$ cat src/wkup_params.svh
// Function
// - Wake-up inputs are gathered and raised as requests to the interrupt controller.
// - Thirty-two wake-up channels, carrying internal sources or external pin inputs.
// - Channels accept external pin inputs and internal module inputs alike.
// - Each channel independently triggers on its rising or falling edge.
// - A disabled channel bypasses the sense latch straight to the interrupt controller.
// - Block decodes at base 1B00h; edge-mode registers sit at offsets 00h-03h; the code word-aligns them at byte offsets 00h, 04h, 08h, 0Ch.
// - Edge-sense registers sit at offsets 04h-07h; the code places them at byte offsets 10h, 14h, 18h, 1Ch.
// - Wake-enable registers sit at offsets 08h-0Bh; the code places them at byte offsets 20h, 24h, 28h, 2Ch.
// - First edge-mode register: eight read/write bits, reset 0; 0 rising, 1 falling.
// - Wake outputs of inputs A and D are OR-ed onto interrupt channel five.
// - Sense bits set only by hardware; writing 1 clears, writing 0 does nothing.
// - Enabled channel trigger makes a request; disabled trigger is dropped, not pending.
`ifndef WKUP_PARAMS_SVH
`define WKUP_PARAMS_SVH

`define WKUP_CHANNELS 32
`define WKUP_GROUPS 4
`define WKUP_GRP_W 8
`define WKUP_BASE_ADDR 16'h1B00

`define WKUP_IDX_MODE1 4'h0
`define WKUP_IDX_MODE2 4'h1
`define WKUP_IDX_MODE3 4'h2
`define WKUP_IDX_MODE4 4'h3
`define WKUP_IDX_SENSE1 4'h4
`define WKUP_IDX_SENSE2 4'h5
`define WKUP_IDX_SENSE3 4'h6
`define WKUP_IDX_SENSE4 4'h7
`define WKUP_IDX_EN1 4'h8
`define WKUP_IDX_EN2 4'h9
`define WKUP_IDX_EN3 4'hA
`define WKUP_IDX_EN4 4'hB
`define WKUP_IDX_EVT_STAT 4'hC
`define WKUP_IDX_EVT_MASK 4'hD

`define WKUP_RST_MODE 8'h00
`define WKUP_RST_SENSE 8'h00
`define WKUP_RST_EN 8'h00
`define WKUP_RST_EVT 2'h0

`define WKUP_EVT_LATCH 0
`define WKUP_EVT_DROP 1

`define WKUP_CH_A 5'h00
`define WKUP_CH_D 5'h03

`endif

$ cat src/wkup_pkg.sv
`include "wkup_params.svh"
package wkup_pkg;

    typedef logic [`WKUP_CHANNELS-1:0] wkup_vec_t;
    typedef logic [`WKUP_GRP_W-1:0] wkup_grp_t;
    typedef logic [1:0] wkup_evt_t;

    typedef struct packed {
        logic psel;
        logic penable;
        logic pwrite;
        logic [15:0] paddr;
        logic [31:0] pwdata;
    } wkup_apb_req_t;

    typedef struct packed {
        logic [31:0] prdata;
        logic pready;
        logic pslverr;
    } wkup_apb_rsp_t;

endpackage : wkup_pkg

$ cat src/wkup_sync.sv
`timescale 1ns/1ps
`include "wkup_params.svh"
module wkup_sync (
    // Clock and reset
    input logic mclk,
    input logic rstn,
    // Raw inputs
    input wkup_pkg::wkup_vec_t async_in,
    // Synchronised level and edges
    output wkup_pkg::wkup_vec_t level,
    output wkup_pkg::wkup_vec_t rise,
    output wkup_pkg::wkup_vec_t fall
);
    import wkup_pkg::*;

    wkup_vec_t meta_reg;
    wkup_vec_t sync_reg;
    wkup_vec_t prev_reg;

    // First stage feeds only the second stage
    always_ff @(posedge mclk) begin
        if (!rstn) begin
            meta_reg <= '0;
            sync_reg <= '0;
        end else begin
            meta_reg <= async_in;
            sync_reg <= meta_reg;
        end
    end

    always_ff @(posedge mclk) begin
        if (!rstn) begin
            prev_reg <= '0;
        end else begin
            prev_reg <= sync_reg;
        end
    end

    logic [2:0] warm_reg;

    // Edges held off until prev_reg carries a real sample, so a pin idling high gives no false edge
    always_ff @(posedge mclk) begin
        if (!rstn) begin
            warm_reg <= 3'h0;
        end else begin
            warm_reg <= {warm_reg[1:0], 1'h1};
        end
    end

    assign level = sync_reg;
    assign rise = sync_reg & ~prev_reg & {`WKUP_CHANNELS{warm_reg[2]}};
    assign fall = ~sync_reg & prev_reg & {`WKUP_CHANNELS{warm_reg[2]}};

endmodule : wkup_sync

$ cat src/wkup_unit.sv
// Implementation choice: the APB slave port.
`timescale 1ns/1ps
`include "wkup_params.svh"
module wkup_unit (
    // Clock and reset
    input logic mclk,
    input logic rstn,

    // Register bus
    input wkup_pkg::wkup_apb_req_t apb_req,
    output wkup_pkg::wkup_apb_rsp_t apb_rsp,

    // Wake-up sources, pins and internal modules
    input wkup_pkg::wkup_vec_t wake_in,

    // Towards the interrupt controller
    output wkup_pkg::wkup_vec_t wake_req,
    output logic irq_channel_five,

    // Block interrupt
    output logic irq
);
    import wkup_pkg::*;

    ////////////////////////////////////////////////////////////////////////////
    // Address decode helpers

    function automatic logic wkup_hit(input logic [15:0] addr);
        logic [3:0] idx;
        logic [15:0] base;
        idx = addr[5:2];
        base = `WKUP_BASE_ADDR;
        wkup_hit = (addr[15:6] == base[15:6]) && (addr[1:0] == 2'h0)
            && (idx <= `WKUP_IDX_EVT_MASK);
    endfunction : wkup_hit

    function automatic logic [3:0] wkup_idx(input logic [15:0] addr);
        wkup_idx = addr[5:2];
    endfunction : wkup_idx

    ////////////////////////////////////////////////////////////////////////////
    // Storage

    logic [`WKUP_GROUPS-1:0][`WKUP_GRP_W-1:0] edge_mode_reg;
    logic [`WKUP_GROUPS-1:0][`WKUP_GRP_W-1:0] edge_sense_reg;
    logic [`WKUP_GROUPS-1:0][`WKUP_GRP_W-1:0] wake_enable_reg;
    wkup_evt_t evt_status_reg;
    wkup_evt_t evt_mask_reg;
    logic [31:0] rdata_reg;
    logic err_reg;
    wkup_vec_t wake_req_reg;
    logic irq_five_reg;

    ////////////////////////////////////////////////////////////////////////////
    // Bus decode

    logic apb_setup;
    logic apb_access;
    logic apb_hit;
    logic [3:0] apb_idx;
    logic [1:0] apb_grp;
    logic apb_wr;
    logic wr_mode;
    logic wr_sense;
    logic wr_en;

    assign apb_setup = apb_req.psel && !apb_req.penable;
    assign apb_access = apb_req.psel && apb_req.penable;
    assign apb_hit = wkup_hit(apb_req.paddr);
    assign apb_idx = wkup_idx(apb_req.paddr);
    assign apb_grp = apb_idx[1:0];
    assign apb_wr = apb_access && apb_req.pwrite && apb_hit;
    assign wr_mode = apb_wr && (apb_idx <= `WKUP_IDX_MODE4);
    assign wr_sense = apb_wr && (apb_idx >= `WKUP_IDX_SENSE1) && (apb_idx <= `WKUP_IDX_SENSE4);
    assign wr_en = apb_wr && (apb_idx >= `WKUP_IDX_EN1) && (apb_idx <= `WKUP_IDX_EN4);

    ////////////////////////////////////////////////////////////////////////////
    // Input synchronisation and edge detection

    wkup_vec_t in_level;
    wkup_vec_t in_rise;
    wkup_vec_t in_fall;

    // All channels, pin or internal, pass the same synchroniser
    wkup_sync u_sync (
        .mclk(mclk),
        .rstn(rstn),
        .async_in(wake_in),
        .level(in_level),
        .rise(in_rise),
        .fall(in_fall)
    );

    wkup_vec_t mode_vec;
    wkup_vec_t en_vec;
    wkup_vec_t sense_vec;
    wkup_vec_t trig_vec;
    wkup_vec_t set_vec;
    wkup_vec_t clr_vec;

    assign mode_vec = edge_mode_reg;
    assign en_vec = wake_enable_reg;
    assign sense_vec = edge_sense_reg;

    // Per-channel edge choice
    assign trig_vec = (mode_vec & in_fall) | (~mode_vec & in_rise);
    // Only enabled channels latch; others are dropped
    assign set_vec = trig_vec & en_vec;

    always_comb begin
        clr_vec = '0;
        if (wr_sense) begin
            clr_vec[apb_grp*`WKUP_GRP_W +: `WKUP_GRP_W] = apb_req.pwdata[`WKUP_GRP_W-1:0];
        end
    end

    ////////////////////////////////////////////////////////////////////////////
    // Edge mode registers

    always_ff @(posedge mclk) begin
        if (!rstn) begin
            edge_mode_reg <= {`WKUP_GROUPS{`WKUP_RST_MODE}};
        end else if (wr_mode) begin
            edge_mode_reg[apb_grp] <= apb_req.pwdata[`WKUP_GRP_W-1:0];
        end
    end

    ////////////////////////////////////////////////////////////////////////////
    // Wake enable registers

    always_ff @(posedge mclk) begin
        if (!rstn) begin
            wake_enable_reg <= {`WKUP_GROUPS{`WKUP_RST_EN}};
        end else if (wr_en) begin
            wake_enable_reg[apb_grp] <= apb_req.pwdata[`WKUP_GRP_W-1:0];
        end
    end

    ////////////////////////////////////////////////////////////////////////////
    // Edge sense latches, set beats clear

    always_ff @(posedge mclk) begin
        if (!rstn) begin
            edge_sense_reg <= {`WKUP_GROUPS{`WKUP_RST_SENSE}};
        end else begin
            edge_sense_reg <= (sense_vec & ~clr_vec) | set_vec;
        end
    end

    ////////////////////////////////////////////////////////////////////////////
    // Requests to the interrupt controller

    wkup_vec_t wake_req_next;

    // Enabled: held by the sense latch; disabled: raw synchronised level
    assign wake_req_next = (en_vec & sense_vec) | (~en_vec & in_level);

    always_ff @(posedge mclk) begin
        if (!rstn) begin
            wake_req_reg <= '0;
            irq_five_reg <= 1'b0;
        end else begin
            wake_req_reg <= wake_req_next;
            irq_five_reg <= wake_req_next[`WKUP_CH_A] | wake_req_next[`WKUP_CH_D];
        end
    end

    assign wake_req = wake_req_reg;
    assign irq_channel_five = irq_five_reg;

    ////////////////////////////////////////////////////////////////////////////
    // Block event status and mask

    wkup_evt_t evt_set;
    wkup_evt_t evt_clr;

    always_comb begin
        evt_set = '0;
        evt_set[`WKUP_EVT_LATCH] = |(set_vec & ~sense_vec);
        evt_set[`WKUP_EVT_DROP] = |(trig_vec & ~en_vec);
        evt_clr = '0;
        if (apb_wr && (apb_idx == `WKUP_IDX_EVT_STAT)) begin
            evt_clr = apb_req.pwdata[1:0];
        end
    end

    always_ff @(posedge mclk) begin
        if (!rstn) begin
            evt_status_reg <= `WKUP_RST_EVT;
        end else begin
            evt_status_reg <= (evt_status_reg & ~evt_clr) | evt_set;
        end
    end

    always_ff @(posedge mclk) begin
        if (!rstn) begin
            evt_mask_reg <= `WKUP_RST_EVT;
        end else if (apb_wr && (apb_idx == `WKUP_IDX_EVT_MASK)) begin
            evt_mask_reg <= apb_req.pwdata[1:0];
        end
    end

    assign irq = |(evt_status_reg & evt_mask_reg);

    ////////////////////////////////////////////////////////////////////////////
    // Read data, captured in the setup phase

    logic [31:0] rdata_next;

    always_comb begin
        rdata_next = 32'h0000_0000;
        case (apb_idx)
            `WKUP_IDX_MODE1, `WKUP_IDX_MODE2, `WKUP_IDX_MODE3, `WKUP_IDX_MODE4: begin
                rdata_next[`WKUP_GRP_W-1:0] = edge_mode_reg[apb_grp];
            end
            `WKUP_IDX_SENSE1, `WKUP_IDX_SENSE2, `WKUP_IDX_SENSE3, `WKUP_IDX_SENSE4: begin
                rdata_next[`WKUP_GRP_W-1:0] = edge_sense_reg[apb_grp];
            end
            `WKUP_IDX_EN1, `WKUP_IDX_EN2, `WKUP_IDX_EN3, `WKUP_IDX_EN4: begin
                rdata_next[`WKUP_GRP_W-1:0] = wake_enable_reg[apb_grp];
            end
            `WKUP_IDX_EVT_STAT: begin
                rdata_next[1:0] = evt_status_reg;
            end
            `WKUP_IDX_EVT_MASK: begin
                rdata_next[1:0] = evt_mask_reg;
            end
            default: begin
                rdata_next = 32'h0000_0000;
            end
        endcase
        if (!apb_hit) begin
            rdata_next = 32'h0000_0000;
        end
    end

    always_ff @(posedge mclk) begin
        if (!rstn) begin
            rdata_reg <= 32'h0000_0000;
            err_reg <= 1'b0;
        end else if (apb_setup) begin
            rdata_reg <= apb_req.pwrite ? 32'h0000_0000 : rdata_next;
            err_reg <= !apb_hit;
        end
    end

    // Zero wait states: pready is always high
    assign apb_rsp = {rdata_reg, 1'h1, apb_access && err_reg};

    ////////////////////////////////////////////////////////////////////////////
    // Assertions

    a_sense_latch: assert property (
        @(posedge mclk) disable iff (!rstn)
        (set_vec != '0) |=> ((sense_vec & $past(set_vec)) == $past(set_vec))
    ) else $error("enabled trigger did not latch its sense bit");

    a_sense_drop: assert property (
        @(posedge mclk) disable iff (!rstn)
        1'b1 |=> ((sense_vec & ~$past(sense_vec) & ~$past(en_vec)) == '0)
    ) else $error("disabled channel latched a sense bit");

    a_sense_hw_only: assert property (
        @(posedge mclk) disable iff (!rstn)
        1'b1 |=> ((sense_vec & ~$past(sense_vec) & ~$past(trig_vec)) == '0)
    ) else $error("sense bit set without a trigger");

    a_sense_clear: assert property (
        @(posedge mclk) disable iff (!rstn)
        wr_sense |=> ((sense_vec & $past(clr_vec) & ~$past(set_vec)) == '0)
    ) else $error("write of one did not clear sense bit");

    a_sense_keep: assert property (
        @(posedge mclk) disable iff (!rstn)
        1'b1 |=> ((~sense_vec & $past(sense_vec) & ~$past(clr_vec)) == '0)
    ) else $error("sense bit lost without a clear");

    a_fall_select: assert property (
        @(posedge mclk) disable iff (!rstn)
        ((in_fall & mode_vec & en_vec) != '0)
            |=> ((sense_vec & $past(in_fall & mode_vec & en_vec)) == $past(in_fall & mode_vec & en_vec))
    ) else $error("falling edge in falling mode not latched");

    a_wake_route: assert property (
        @(posedge mclk) disable iff (!rstn)
        1'b1 |=> (wake_req == $past((en_vec & sense_vec) | (~en_vec & in_level)))
    ) else $error("wake request routing wrong");

    a_wake_hold: assert property (
        @(posedge mclk) disable iff (!rstn)
        ((en_vec & sense_vec) != '0) |=> ((wake_req & $past(en_vec & sense_vec)) == $past(en_vec & sense_vec))
    ) else $error("enabled request dropped while sense set");

    a_chan_five: assert property (
        @(posedge mclk) disable iff (!rstn)
        irq_channel_five == (wake_req[`WKUP_CH_A] | wake_req[`WKUP_CH_D])
    ) else $error("channel five is not A or D");

    a_mode_write: assert property (
        @(posedge mclk) disable iff (!rstn)
        wr_mode |=> (edge_mode_reg[$past(apb_grp)] == $past(apb_req.pwdata[7:0]))
    ) else $error("edge mode write lost");

    a_enable_write: assert property (
        @(posedge mclk) disable iff (!rstn)
        wr_en |=> (wake_enable_reg[$past(apb_grp)] == $past(apb_req.pwdata[7:0]))
    ) else $error("wake enable write lost");

    a_sense_read: assert property (
        @(posedge mclk) disable iff (!rstn)
        (apb_setup && !apb_req.pwrite && apb_hit && (apb_idx >= `WKUP_IDX_SENSE1)
            && (apb_idx <= `WKUP_IDX_SENSE4))
            |=> (rdata_reg == {24'h00_0000, $past(edge_sense_reg[apb_grp])})
    ) else $error("sense read data wrong");

    a_reset_clear: assert property (
        @(posedge mclk)
        !rstn |=> ((sense_vec == '0) && (mode_vec == '0) && (wake_req == '0))
    ) else $error("state not cleared by reset");

    a_one_wake: assert property (
        @(posedge mclk) disable iff (!rstn)
        (set_vec != '0) |=> ##1 ((wake_req & $past(set_vec, 2)) == $past(set_vec, 2))
    ) else $error("enabled trigger gave no wake request");

    a_rise_select: assert property (
        @(posedge mclk) disable iff (!rstn)
        ((in_rise & ~mode_vec & en_vec) != '0)
            |=> ((sense_vec & $past(in_rise & ~mode_vec & en_vec)) == $past(in_rise & ~mode_vec & en_vec))
    ) else $error("rising edge in rising mode not latched");

    a_bypass_level: assert property (
        @(posedge mclk) disable iff (!rstn)
        1'b1 |=> ((wake_req & ~$past(en_vec) & ~$past(in_level)) == '0)
    ) else $error("disabled channel request without input level");

    a_evt_set_wins: assert property (
        @(posedge mclk) disable iff (!rstn)
        (evt_set != '0) |=> ((evt_status_reg & $past(evt_set)) == $past(evt_set))
    ) else $error("event status bit not set");

    a_unmapped_err: assert property (
        @(posedge mclk) disable iff (!rstn)
        (apb_setup && !apb_hit) |=> apb_rsp.pslverr
    ) else $error("unmapped access gave no error");

    a_mapped_no_err: assert property (
        @(posedge mclk) disable iff (!rstn)
        (apb_setup && apb_hit) |=> !apb_rsp.pslverr
    ) else $error("mapped access gave an error");

endmodule : wkup_unit

$ cat config.mk
export PLATFORM = sky130hd
export DESIGN_NAME = wkup_unit
export DESIGN_NICKNAME = d
export VERILOG_FILES = /design/src/wkup_pkg.sv /design/src/wkup_sync.sv /design/src/wkup_unit.sv
export VERILOG_INCLUDE_DIRS = /design/src
export SDC_FILE = /design/constraint.sdc
export NUM_CORES = 1
export LEC_CHECK = 0
export BUFFER_PORTS_ARGS = -buffer_cell sky130_fd_sc_hd__buf_2
export CORE_MARGIN = 2
export CORE_UTILIZATION = 51
export CTS_BUF_LIST = sky130_fd_sc_hd__clkbuf_16
export DETAILED_ROUTE_END_ITERATION = 6
export PLACE_DENSITY_LB_ADDON = 0.3
export SYNTH_ARGS = -nofsm -noshare
export SYNTH_HDL_FRONTEND = slang
export SYNTH_SLANG_ARGS = --single-unit
$ cat constraint.sdc
create_clock -name mclk -period 3 [get_ports mclk]
set_clock_uncertainty 0.05 [all_clocks]
set_input_delay 0.6 -clock mclk [delete_from_list [all_inputs] [get_ports mclk]]
set_output_delay 0.6 -clock mclk [all_outputs]
set_load 0.01 [all_outputs]
* Word-level counts from Yosys, hierarchy flattened
Index checks and enable logic that the tools add are counted.
Cells by class: add/sub/neg operators 1, $lt $le $gt $ge 8, eq/ne operators 14, shifts and indexed selects 2, mux-type cells 17, bitwise logic cells 27, reduce and logical (&&, ||, !) cells 25
Operator list (number):
- bitwise AND 32 bit | 13
- NOT 32 bit | 6
- OR 32 bit | 3
- bitwise mux 32 bit | 2
- two-way mux 32 bit | 2
- OR reduction 32 bit | 2
- binary-select mux 8 bit (select 2 bit) | 3
- two-way mux 8 bit | 5
- negation 5 -> 34 bit | 1
- variable shift 8 x 34 -> 32 bit (first input constant) | 1
- indexed part select 8 x 34 -> 32 bit | 1
- equality test 4 bit (second input constant) | 6
- one-hot mux 6 bit (3 select lines) | 1
- demux 8 bit (select 2 bit) | 1
- equality test 4 x 3 -> 1 bit (second input constant) | 4
- logical AND 1 bit | 15
- OR reduction 4 bit | 3
- equality test 10 x 7 -> 1 bit (second input constant) | 1
- one-hot mux 2 bit (5 select lines) | 1
- equality test 4 x 2 -> 1 bit (second input constant) | 2
- <= comparator 4 bit (second input constant) | 2
- bitwise AND 2 bit | 2
- equality test 4 x 1 -> 1 bit (second input constant) | 1
- greater-or-equal comparator 4 x 3 -> 1 bit (second input constant) | 1
- 14 further kinds | 15
Word-level totals: bits in registers 265, input bits 85, output and inout bits 68

* Depth between registers and ports, before layout
Gate-level depths: netlist (run 1).
word-level depth 10, gate-level depth with buffers 12, gate-level depth less buffers 8

* Cells and area by module
A second synthesis (run 1) with hierarchy kept.
Unflattened totals: cells, all modules 1001, area, all modules 10608.9 sq um
Modules (own cells, without submodules):
- wkup_unit | times used 1, cells each 723, area each 7280.7 sq um, sequential area each 2842.7 sq um
- wkup_sync | times used 1, cells each 278, area each 3328.2 sq um, sequential area each 1981.9 sq um

* Least setup slack after synthesis (run 1)
OpenSTA, ideal clock, no wires.
kind input port to flip-flop, from input port apb_req[35] (netlist name), to register wake_enable_reg, in the netlist en_vec[7], library setup time 0.128 ns, arrival 2.955 ns, data required time 2.822 ns, path slack -0.133 ns, stages on the path 12, path buffers 4, path through clkbuf_1 buf_1 inv_1 ha_1 buf_2 or2_1 o2111ai_4 nor2_2 buf_6 nand3_4 mux2i_1 nor2_1
Between the ends: word-level cells in the longest chain between the ends 5, elaborated cells on any way between the ends 13, those cells by class 5 x order compare; 3 x mux; 5 x reduce/logical
Ends and longest elaborated chain:
- start, declared | RTL line wkup_unit.sv:10 | input wkup_pkg::wkup_apb_req_t apb_req,
- < comparator 2 x 3 -> 1 bit (tied with other cells) | RTL line wkup_unit.sv:135 | wake_enable_reg[apb_grp] <= apb_req.pwdata[`WKUP_GRP_W-1:0];
- logical AND 1 bit, on equally long branches | RTL line wkup_unit.sv:135, wkup_unit.sv:33
- two-way mux 8 bit or logical AND 1 bit (tied branches) | RTL line wkup_unit.sv:135, wkup_unit.sv:72
- demux 8 bit (select 2 bit) or logical AND 1 bit (tied branches) | RTL line wkup_unit.sv:135, wkup_unit.sv:75
- bitwise mux 32 bit or logical AND 1 bit (tied branches) | RTL line wkup_unit.sv:135, wkup_unit.sv:75
- end signal, assigned | RTL line wkup_unit.sv:133 | wake_enable_reg <= {`WKUP_GROUPS{`WKUP_RST_EN}};
- end signal, assigned by index | RTL line wkup_unit.sv:135
- end, declared | RTL line wkup_unit.sv:46 | logic [`WKUP_GROUPS-1:0][`WKUP_GRP_W-1:0] wake_enable_reg;
Parallel ways exist; a longest one is shown, timed or not. A chain may end at the register's enable or synchronous reset.

* Worst setup path in the final report (run 1)
from register u_sync.warm_reg[2], to register evt_status_reg[0]
Between the ends: word-level cells in the longest chain between the ends 7, elaborated cells on any way between the ends 9, those cells by class 8 x bitwise; 1 x reduce/logical
Ends and longest elaborated chain:
- start, declared | RTL line wkup_sync.sv:39 | logic [2:0] warm_reg;
- start signal, assigned | RTL line wkup_sync.sv:46 | warm_reg <= {warm_reg[1:0], 1'h1};
- bitwise AND 32 bit, on equally long branches | RTL line wkup_sync.sv:52, wkup_sync.sv:51
- bitwise AND 32 bit | RTL line wkup_unit.sv:106 | assign trig_vec = (mode_vec & in_fall) | (~mode_vec & in_rise);
- OR 32 bit * | RTL line wkup_unit.sv:106
- bitwise AND 32 bit * | RTL line wkup_unit.sv:108 | assign set_vec = trig_vec & en_vec;
- bitwise AND 32 bit * | RTL line wkup_unit.sv:179 | evt_set[`WKUP_EVT_LATCH] = |(set_vec & ~sense_vec);
- OR reduction 32 bit * | RTL line wkup_unit.sv:179
- OR 2 bit * | RTL line wkup_unit.sv:191 | evt_status_reg <= (evt_status_reg & ~evt_clr) | evt_set;
- end signal, assigned | RTL line wkup_unit.sv:189 | evt_status_reg <= `WKUP_RST_EVT;
- end signal, assigned | RTL line wkup_unit.sv:191
- end, declared | RTL line wkup_unit.sv:47 | wkup_evt_t evt_status_reg;
Every way passes the cells marked *; elsewhere a longest branch is shown, timed or not.

==> metrics.yaml, run 1 <==
die_x_um: 146
clk_latency_ns: 0.52
drv_slew: 0
clkTransAtPathRegs_ns: 0.06
rsz0062_at_grt: "no"
synth_area_per_cell_um2: 9.79
cp.required_ns: 3.39
coreArea_um2: 20000
antenna_left: 0
grt-ovfl-total: 0
crit_chain: "buf_12 -> nor4bb_1 -> a31oi_1 -> or3b_2 -> o2111ai_1 -> nor4_1 -> a41oi_1"
fp-row-count: 52
syn_area_um2: 10300
cts.repair.resized: 0
start_kind: "flip-flop"
port_buffers: 103
post_cts_buffers: 0
cp.arrival_ns: 2.62
synthArstFlopShare: 0
worstSetupEndpointType: "flip-flop"
rr_worst_depth: 7
finalNetCount: 1245
wl_um: 26000
nFillCells: 1797
grt_pass1_wl_um: 41400
powerDensity_nw_per_um2: 571
htree_levels: 1
drtIter0Drc: 660
clockBufferDepth: 3
grtUsageTotal: 0.244
ir_drop_mv: 0.382
worstSetupPathType: "reg -> reg"
synth-seq-cells: 241
vias: 7976
hpwl_um: 17800
min_period_ns: 2.23
area_growth_pct: 15.6
yosysWarnings: 0
slew_headroom: 0.525
clock.fmax_ghz: 0.449
clkSinkCount: 241
antenna_found_initial: 0
whs_ns: 0.234
dr.pass1.iters: 6
numCtsBuffers: 26
p_leak_uw: 0.00509
critPathMaxFanout: 48
vias_per_cell: 5.53
io_pins: 153
grt_max_degree: 52
finalCritPeriodShare: 0.743
syn_inst: 1056
start_util: 0.516
final-setup-viol-count: 0
synth.distinct_cells: 60
synth_edf_count: 0
grt_pass1_vias: 7513
hp-class: "in -> reg"
fin_util: 0.596
drc_errors: 0
final-hold-violation-count: 0
num_antenna_cells: 0
dieArea_um2: 21400
post_drt_wl_per_cell_um: 18.0
gp_congestion: 0.910
worst_slew_pin_slew_ns: 0.705
drive_above_1_share: 0.182
synth-main-ff-cell: "dfxtp_1"
cts_root_buf: "clkbuf_16"
hold_buffers: 0
setup_tns_ns: 0
status: "finished, final reports clean"
max_stage_delay_ns: 0.55
holdPathStages: 2
drv_cap: 0
die_y_um: 146
critical-path-slowest-cell: "dfxtp_2"
cts_tree: "done"
ys_seq_area_frac: 0.467
synthesized netlist by cell type (3+ instances only):
| cell type | count | area share |
|---|---|---|
| buf_2 | 8 | 0.0039 |
| nand4b_1 | 7 | 0.0059 |
| a22oi_1 | 10 | 0.0073 |
| nand3_1 | 11 | 0.0053 |
| dfxtp_1 | 241 | 0.47 |
| nor3b_1 | 4 | 0.0029 |
| a2bb2oi_1 | 3 | 0.0025 |
| buf_1 | 3 | 0.0011 |
| o22ai_1 | 22 | 0.013 |
| nor4_4 | 4 | 0.0082 |
| clkbuf_1 | 44 | 0.016 |
| a21oi_1 | 32 | 0.015 |
| o2111ai_1 | 4 | 0.0034 |
| o21ai_0 | 14 | 0.0068 |
| and3b_1 | 11 | 0.0093 |
| ha_1 | 7 | 0.0085 |
| o2bb2ai_1 | 4 | 0.0034 |
| nand3b_1 | 10 | 0.0073 |
| or3_1 | 4 | 0.0024 |
| inv_1 | 10 | 0.0036 |
| nand3_4 | 8 | 0.014 |
| mux2i_1 | 107 | 0.10 |
| nor2_1 | 157 | 0.057 |
| a32oi_1 | 11 | 0.0093 |
| nor3_1 | 10 | 0.0048 |
| nor4_1 | 3 | 0.0018 |
| nand4_1 | 3 | 0.0018 |
| buf_4 | 25 | 0.018 |
| nor2b_1 | 5 | 0.0030 |
| and2_1 | 99 | 0.060 |
| nand2_1 | 93 | 0.034 |
| nand2b_1 | 24 | 0.015 |
| mux4_2 | 24 | 0.052 |
layout by cell type (no fill, tap or decap), drive strengths merged, types with 12 or more instances in the layout:
cell type and count:
nand2b 24, and2 99, clkinv 12, inv 17, a21oi 32, o21ai 14
buf 127, o22ai 22, mux4 24, mux2i 107, nor2 158, conb 25
clkbuf 27, nand3 19, nand2 93, dfxtp 241
per-layer routing:
| layer | track usage | up-vias | part of all wire | wire, um |
|---|---|---|---|---|
| li1 | - | 3801 | - | - |
| met1 | 0.336 | 3769 | 0.42 | 10900 |
| met2 | 0.379 | 345 | 0.46 | 11900 |
| met3 | 0.0428 | 61 | 0.088 | 2280 |
| met4 | 0.104 | 0 | 0.034 | 892 |
| met5 | 0 | - | 0 | 0 |
power by group:
part | switching (uW) | internal [uW] | total [uW]
clock network | 1260 | 1880 | 3150
registers | 36.4 | 3270 | 3310
logic | 231 | 141 | 371
total | 1530 | 5290 | 6830
critical path: cells and delay by family, from the launching register on:
kind | cells | cell delay, ns
compound gates | 3 | 0.40
simple gates | 3 | 0.84
buf+inv | 1 | 0.29
flops | 1 | 0.55
worst paths after layout:
| check | end | start | slack, ns |
|---|---|---|---|
| min | u_sync.meta_reg[4] | wake_in[4] | 0.23 |
| max | evt_status_reg[0] | u_sync.warm_reg[2] | 0.77 |
| min reg2reg | u_sync.level[7] | u_sync.meta_reg[7] | 0.38 |
| max reg2reg | evt_status_reg[0] | u_sync.warm_reg[2] | 0.77 |
final cells by class:
class | instances | area (um^2) | area share
clock buffer | 27 | 676 | 0.0566
inverter | 11 | 43.8 | 0.00367
tap | 270 | 338 | 0.0283
multi-input combinational | 746 | 5140 | 0.430
sequential | 241 | 4830 | 0.404
timing repair buffer | 127 | 746 | 0.0624
clock inverter | 21 | 175 | 0.0147
cell families after synthesis:
kind of cell | Yosys count | synth area share
AOI/OAI and AO/OA | 115 | 0.0758
and+or+nand+nor | 468 | 0.248
DFF | 241 | 0.467
muxes | 131 | 0.156
other | 2 | 0.000727
adders and majority gates | 7 | 0.00847
buffers and inverters | 92 | 0.0442
metrics by stage:
stage	power, uW	cell area (um^2)	std cells	setup WS (ns)
floorplan	3620	10400	1079	0.0206
global placement	3740	11100	1395	0.433
detailed placement	3740	11100	1395	0.370
CTS	6870	11900	1443	0.825
global route	7070	11900	1443	0.685
finish	6830	11900	1443	0.771
Power figures use the tool's default switching activity.
==> inputs of run 2 (changes only) <==
==> constraint.sdc (replaced) <==
create_clock -name mclk -period 1.9 [get_ports mclk]
set_clock_uncertainty 0.05 [all_clocks]
set_input_delay 0.38 -clock mclk [delete_from_list [all_inputs] [get_ports mclk]]
set_output_delay 0.38 -clock mclk [all_outputs]
set_load 0.01 [all_outputs]
==> run 2 against run 1 <==
Effect of this change:
- the flow now finishes with violations (negative setup slack)
- via count increased by 2.7%
- maximum frequency increased by 14%
- worst hold slack got worse by 0.22 ns
- first-iteration DRC count decreased by 3.0%
- utilization increased by 3.2 points
- design area increased by 5.3%
- critical path type unchanged
- critical endpoint unchanged
==> metrics.yaml, run 2 (synthesis gave the netlist of run 1 again) <==
status: "finished with violations"
violations: "negative setup slack"
grt_pass1_wl_um: 42600  # +2.9%
worstSetupPathType: "reg -> reg"
drive_above_1_share: 0.244  # +0.0621
hp-class: "in -> reg"
cp.arrival_ns: 2.28  # -0.34 ns
fin_util: 0.628  # +0.0317
hold_buffers: 0  # unchanged
hp-start: "wake_in[29]"
htree_levels: 1  # unchanged
fp-row-count: 52  # unchanged
gp_congestion: 0.961  # +5.5%
crit_chain: "and3b_1 -> a21oi_2 -> nor4_4 -> or4_4 -> nor4_4 -> a41oi_2"
grt-ovfl-total: 0  # unchanged
mostFrequentLayoutCells: "dfxtp_1, nor2_1, mux2i_1"
coreArea_um2: 20000  # unchanged
r2r_start: "u_sync.level[5]"
clockBufferDepth: 3  # unchanged
port_buffers: 103  # unchanged
powerDensity_nw_per_um2: 820  # +43%
io_pins: 153  # unchanged
drv_cap: 0  # unchanged
num_antenna_cells: 0  # unchanged
cts_tree: "done"
area_growth_pct: 21.7
wl_um: 27200  # +4.7%
clock.fmax_ghz: 0.510  # +14%
cp.required_ns: 2.22  # -1.17 ns
drc_errors: 0  # unchanged
final_common_cell: "dfxtp_1"
clk_latency_ns: 0.52  # about the same
critPathMaxFanout: 2  # -96%
finalWorstSetupSlack_ns: -0.0607  # -0.832 ns
cp_common_cell: "nor4_4"
cts_root_buf: "clkbuf_16"
grt_pass1_vias: 7787  # +3.6%
die_x_um: 146  # unchanged
numCtsBuffers: 25  # -3.8%
finalCritPeriodShare: 1.03  # +0.289
grtUsageTotal: 0.251  # +0.00727
worstSetupEndpointType: "flip-flop"
dr.pass1.iters: 7  # +1
vias: 8189  # +2.7%
start_util: 0.516  # unchanged
drtIter0Drc: 640  # -3.0%
whs_ns: 0.0125  # -0.221 ns
critical-path-slowest-cell: "or4_4"
drv_slew: 0  # unchanged
clkSinkCount: 241  # unchanged
antenna_left: 0  # unchanged
die_y_um: 146  # unchanged
antenna_found_initial: 0  # unchanged
rsz0062_at_grt: "yes"
layout.cells.non_filler: 1497  # +3.7%
final-setup-viol-count: 2  # +2
setup_tns_ns: -0.115  # -0.115 ns
max_stage_delay_ns: 0.50  # -0.05 ns
grt_max_degree: 61  # +17%
cp-startpoint: "u_sync.level[5]"
dieArea_um2: 21400  # unchanged
dp.cells: 1453  # +4.2%
start_kind: "flip-flop"
hpwl_um: 19100  # +6.9%
min_period_ns: 1.96  # -0.268 ns
vias_per_cell: 5.47  # -1.0%
ir_drop_mv: 0.592  # +55%
clkTransAtPathRegs_ns: 0.06  # about the same
p_leak_uw: 0.00540  # +5.9%
final-hold-violation-count: 0  # unchanged
post_drt_wl_per_cell_um: 18.2  # +0.93%
finalNetCount: 1306  # +4.9%
-- run 2: worst paths after layout --
check                                            to  depth (start not counted)  slack (ns)
worst max register to register    evt_status_reg[0]                          6       -0.06
worst min-delay path            u_sync.meta_reg[29]                          2        0.01
worst max-delay path              evt_status_reg[0]                          6       -0.06
worst min register to register      u_sync.level[0]                          1        0.38
-- run 2: through the flow --
step                      worst slack, ns  power [uW]  instance area, um^2
after detailed placement           -0.449        5990                11700
after global routing               -0.147       10700                12600
after floorplan                    -0.557        5760                10600
after global placement             -0.375        5980                11700
after CTS                        0.000905       10400                12500
final                             -0.0607       10300                12600
-- run 2: report_power, final --
part	leakage (uW)	internal (uW)	switching, uW	total, uW
Clock	0.000371	2490	1910	4400
Sequential	0.00197	5160	55.6	5220
Combinational	0.00306	292	401	692
-- run 2: layout make-up --
cell class / instances / area, um^2
Clock buffer: 25 / 626
Fill cell: 1703 / 7460
Multi-Input combinational cell: 746 / 5310
Tap cell: 270 / 338
Timing Repair Buffer: 189 / 1320
Inverter: 11 / 55.1
Clock inverter: 15 / 90.1
Sequential cell: 241 / 4840
-- run 2: repair_timing --
item,in CTS,in global routing
pin swaps,3,10
setup endpoints to repair,2,8
gates resized for setup,17,18
buffers inserted,0,4
-- run 2: worst max-delay path, delay by kind of cell (launching register included) --
family | cells | cell delay, ns
flops | 1 | 0.35
compound gates | 2 | 0.36
simple gates | 4 | 1.06
-- run 2: layer usage --
metal,GRT usage,part of all wire,vias up
met2,0.408,0.46,381
met1,0.344,0.42,3809
met3,0.0338,0.083,63
li1,-,-,3936
met4,0.0922,0.034,0
met5,0,0,-
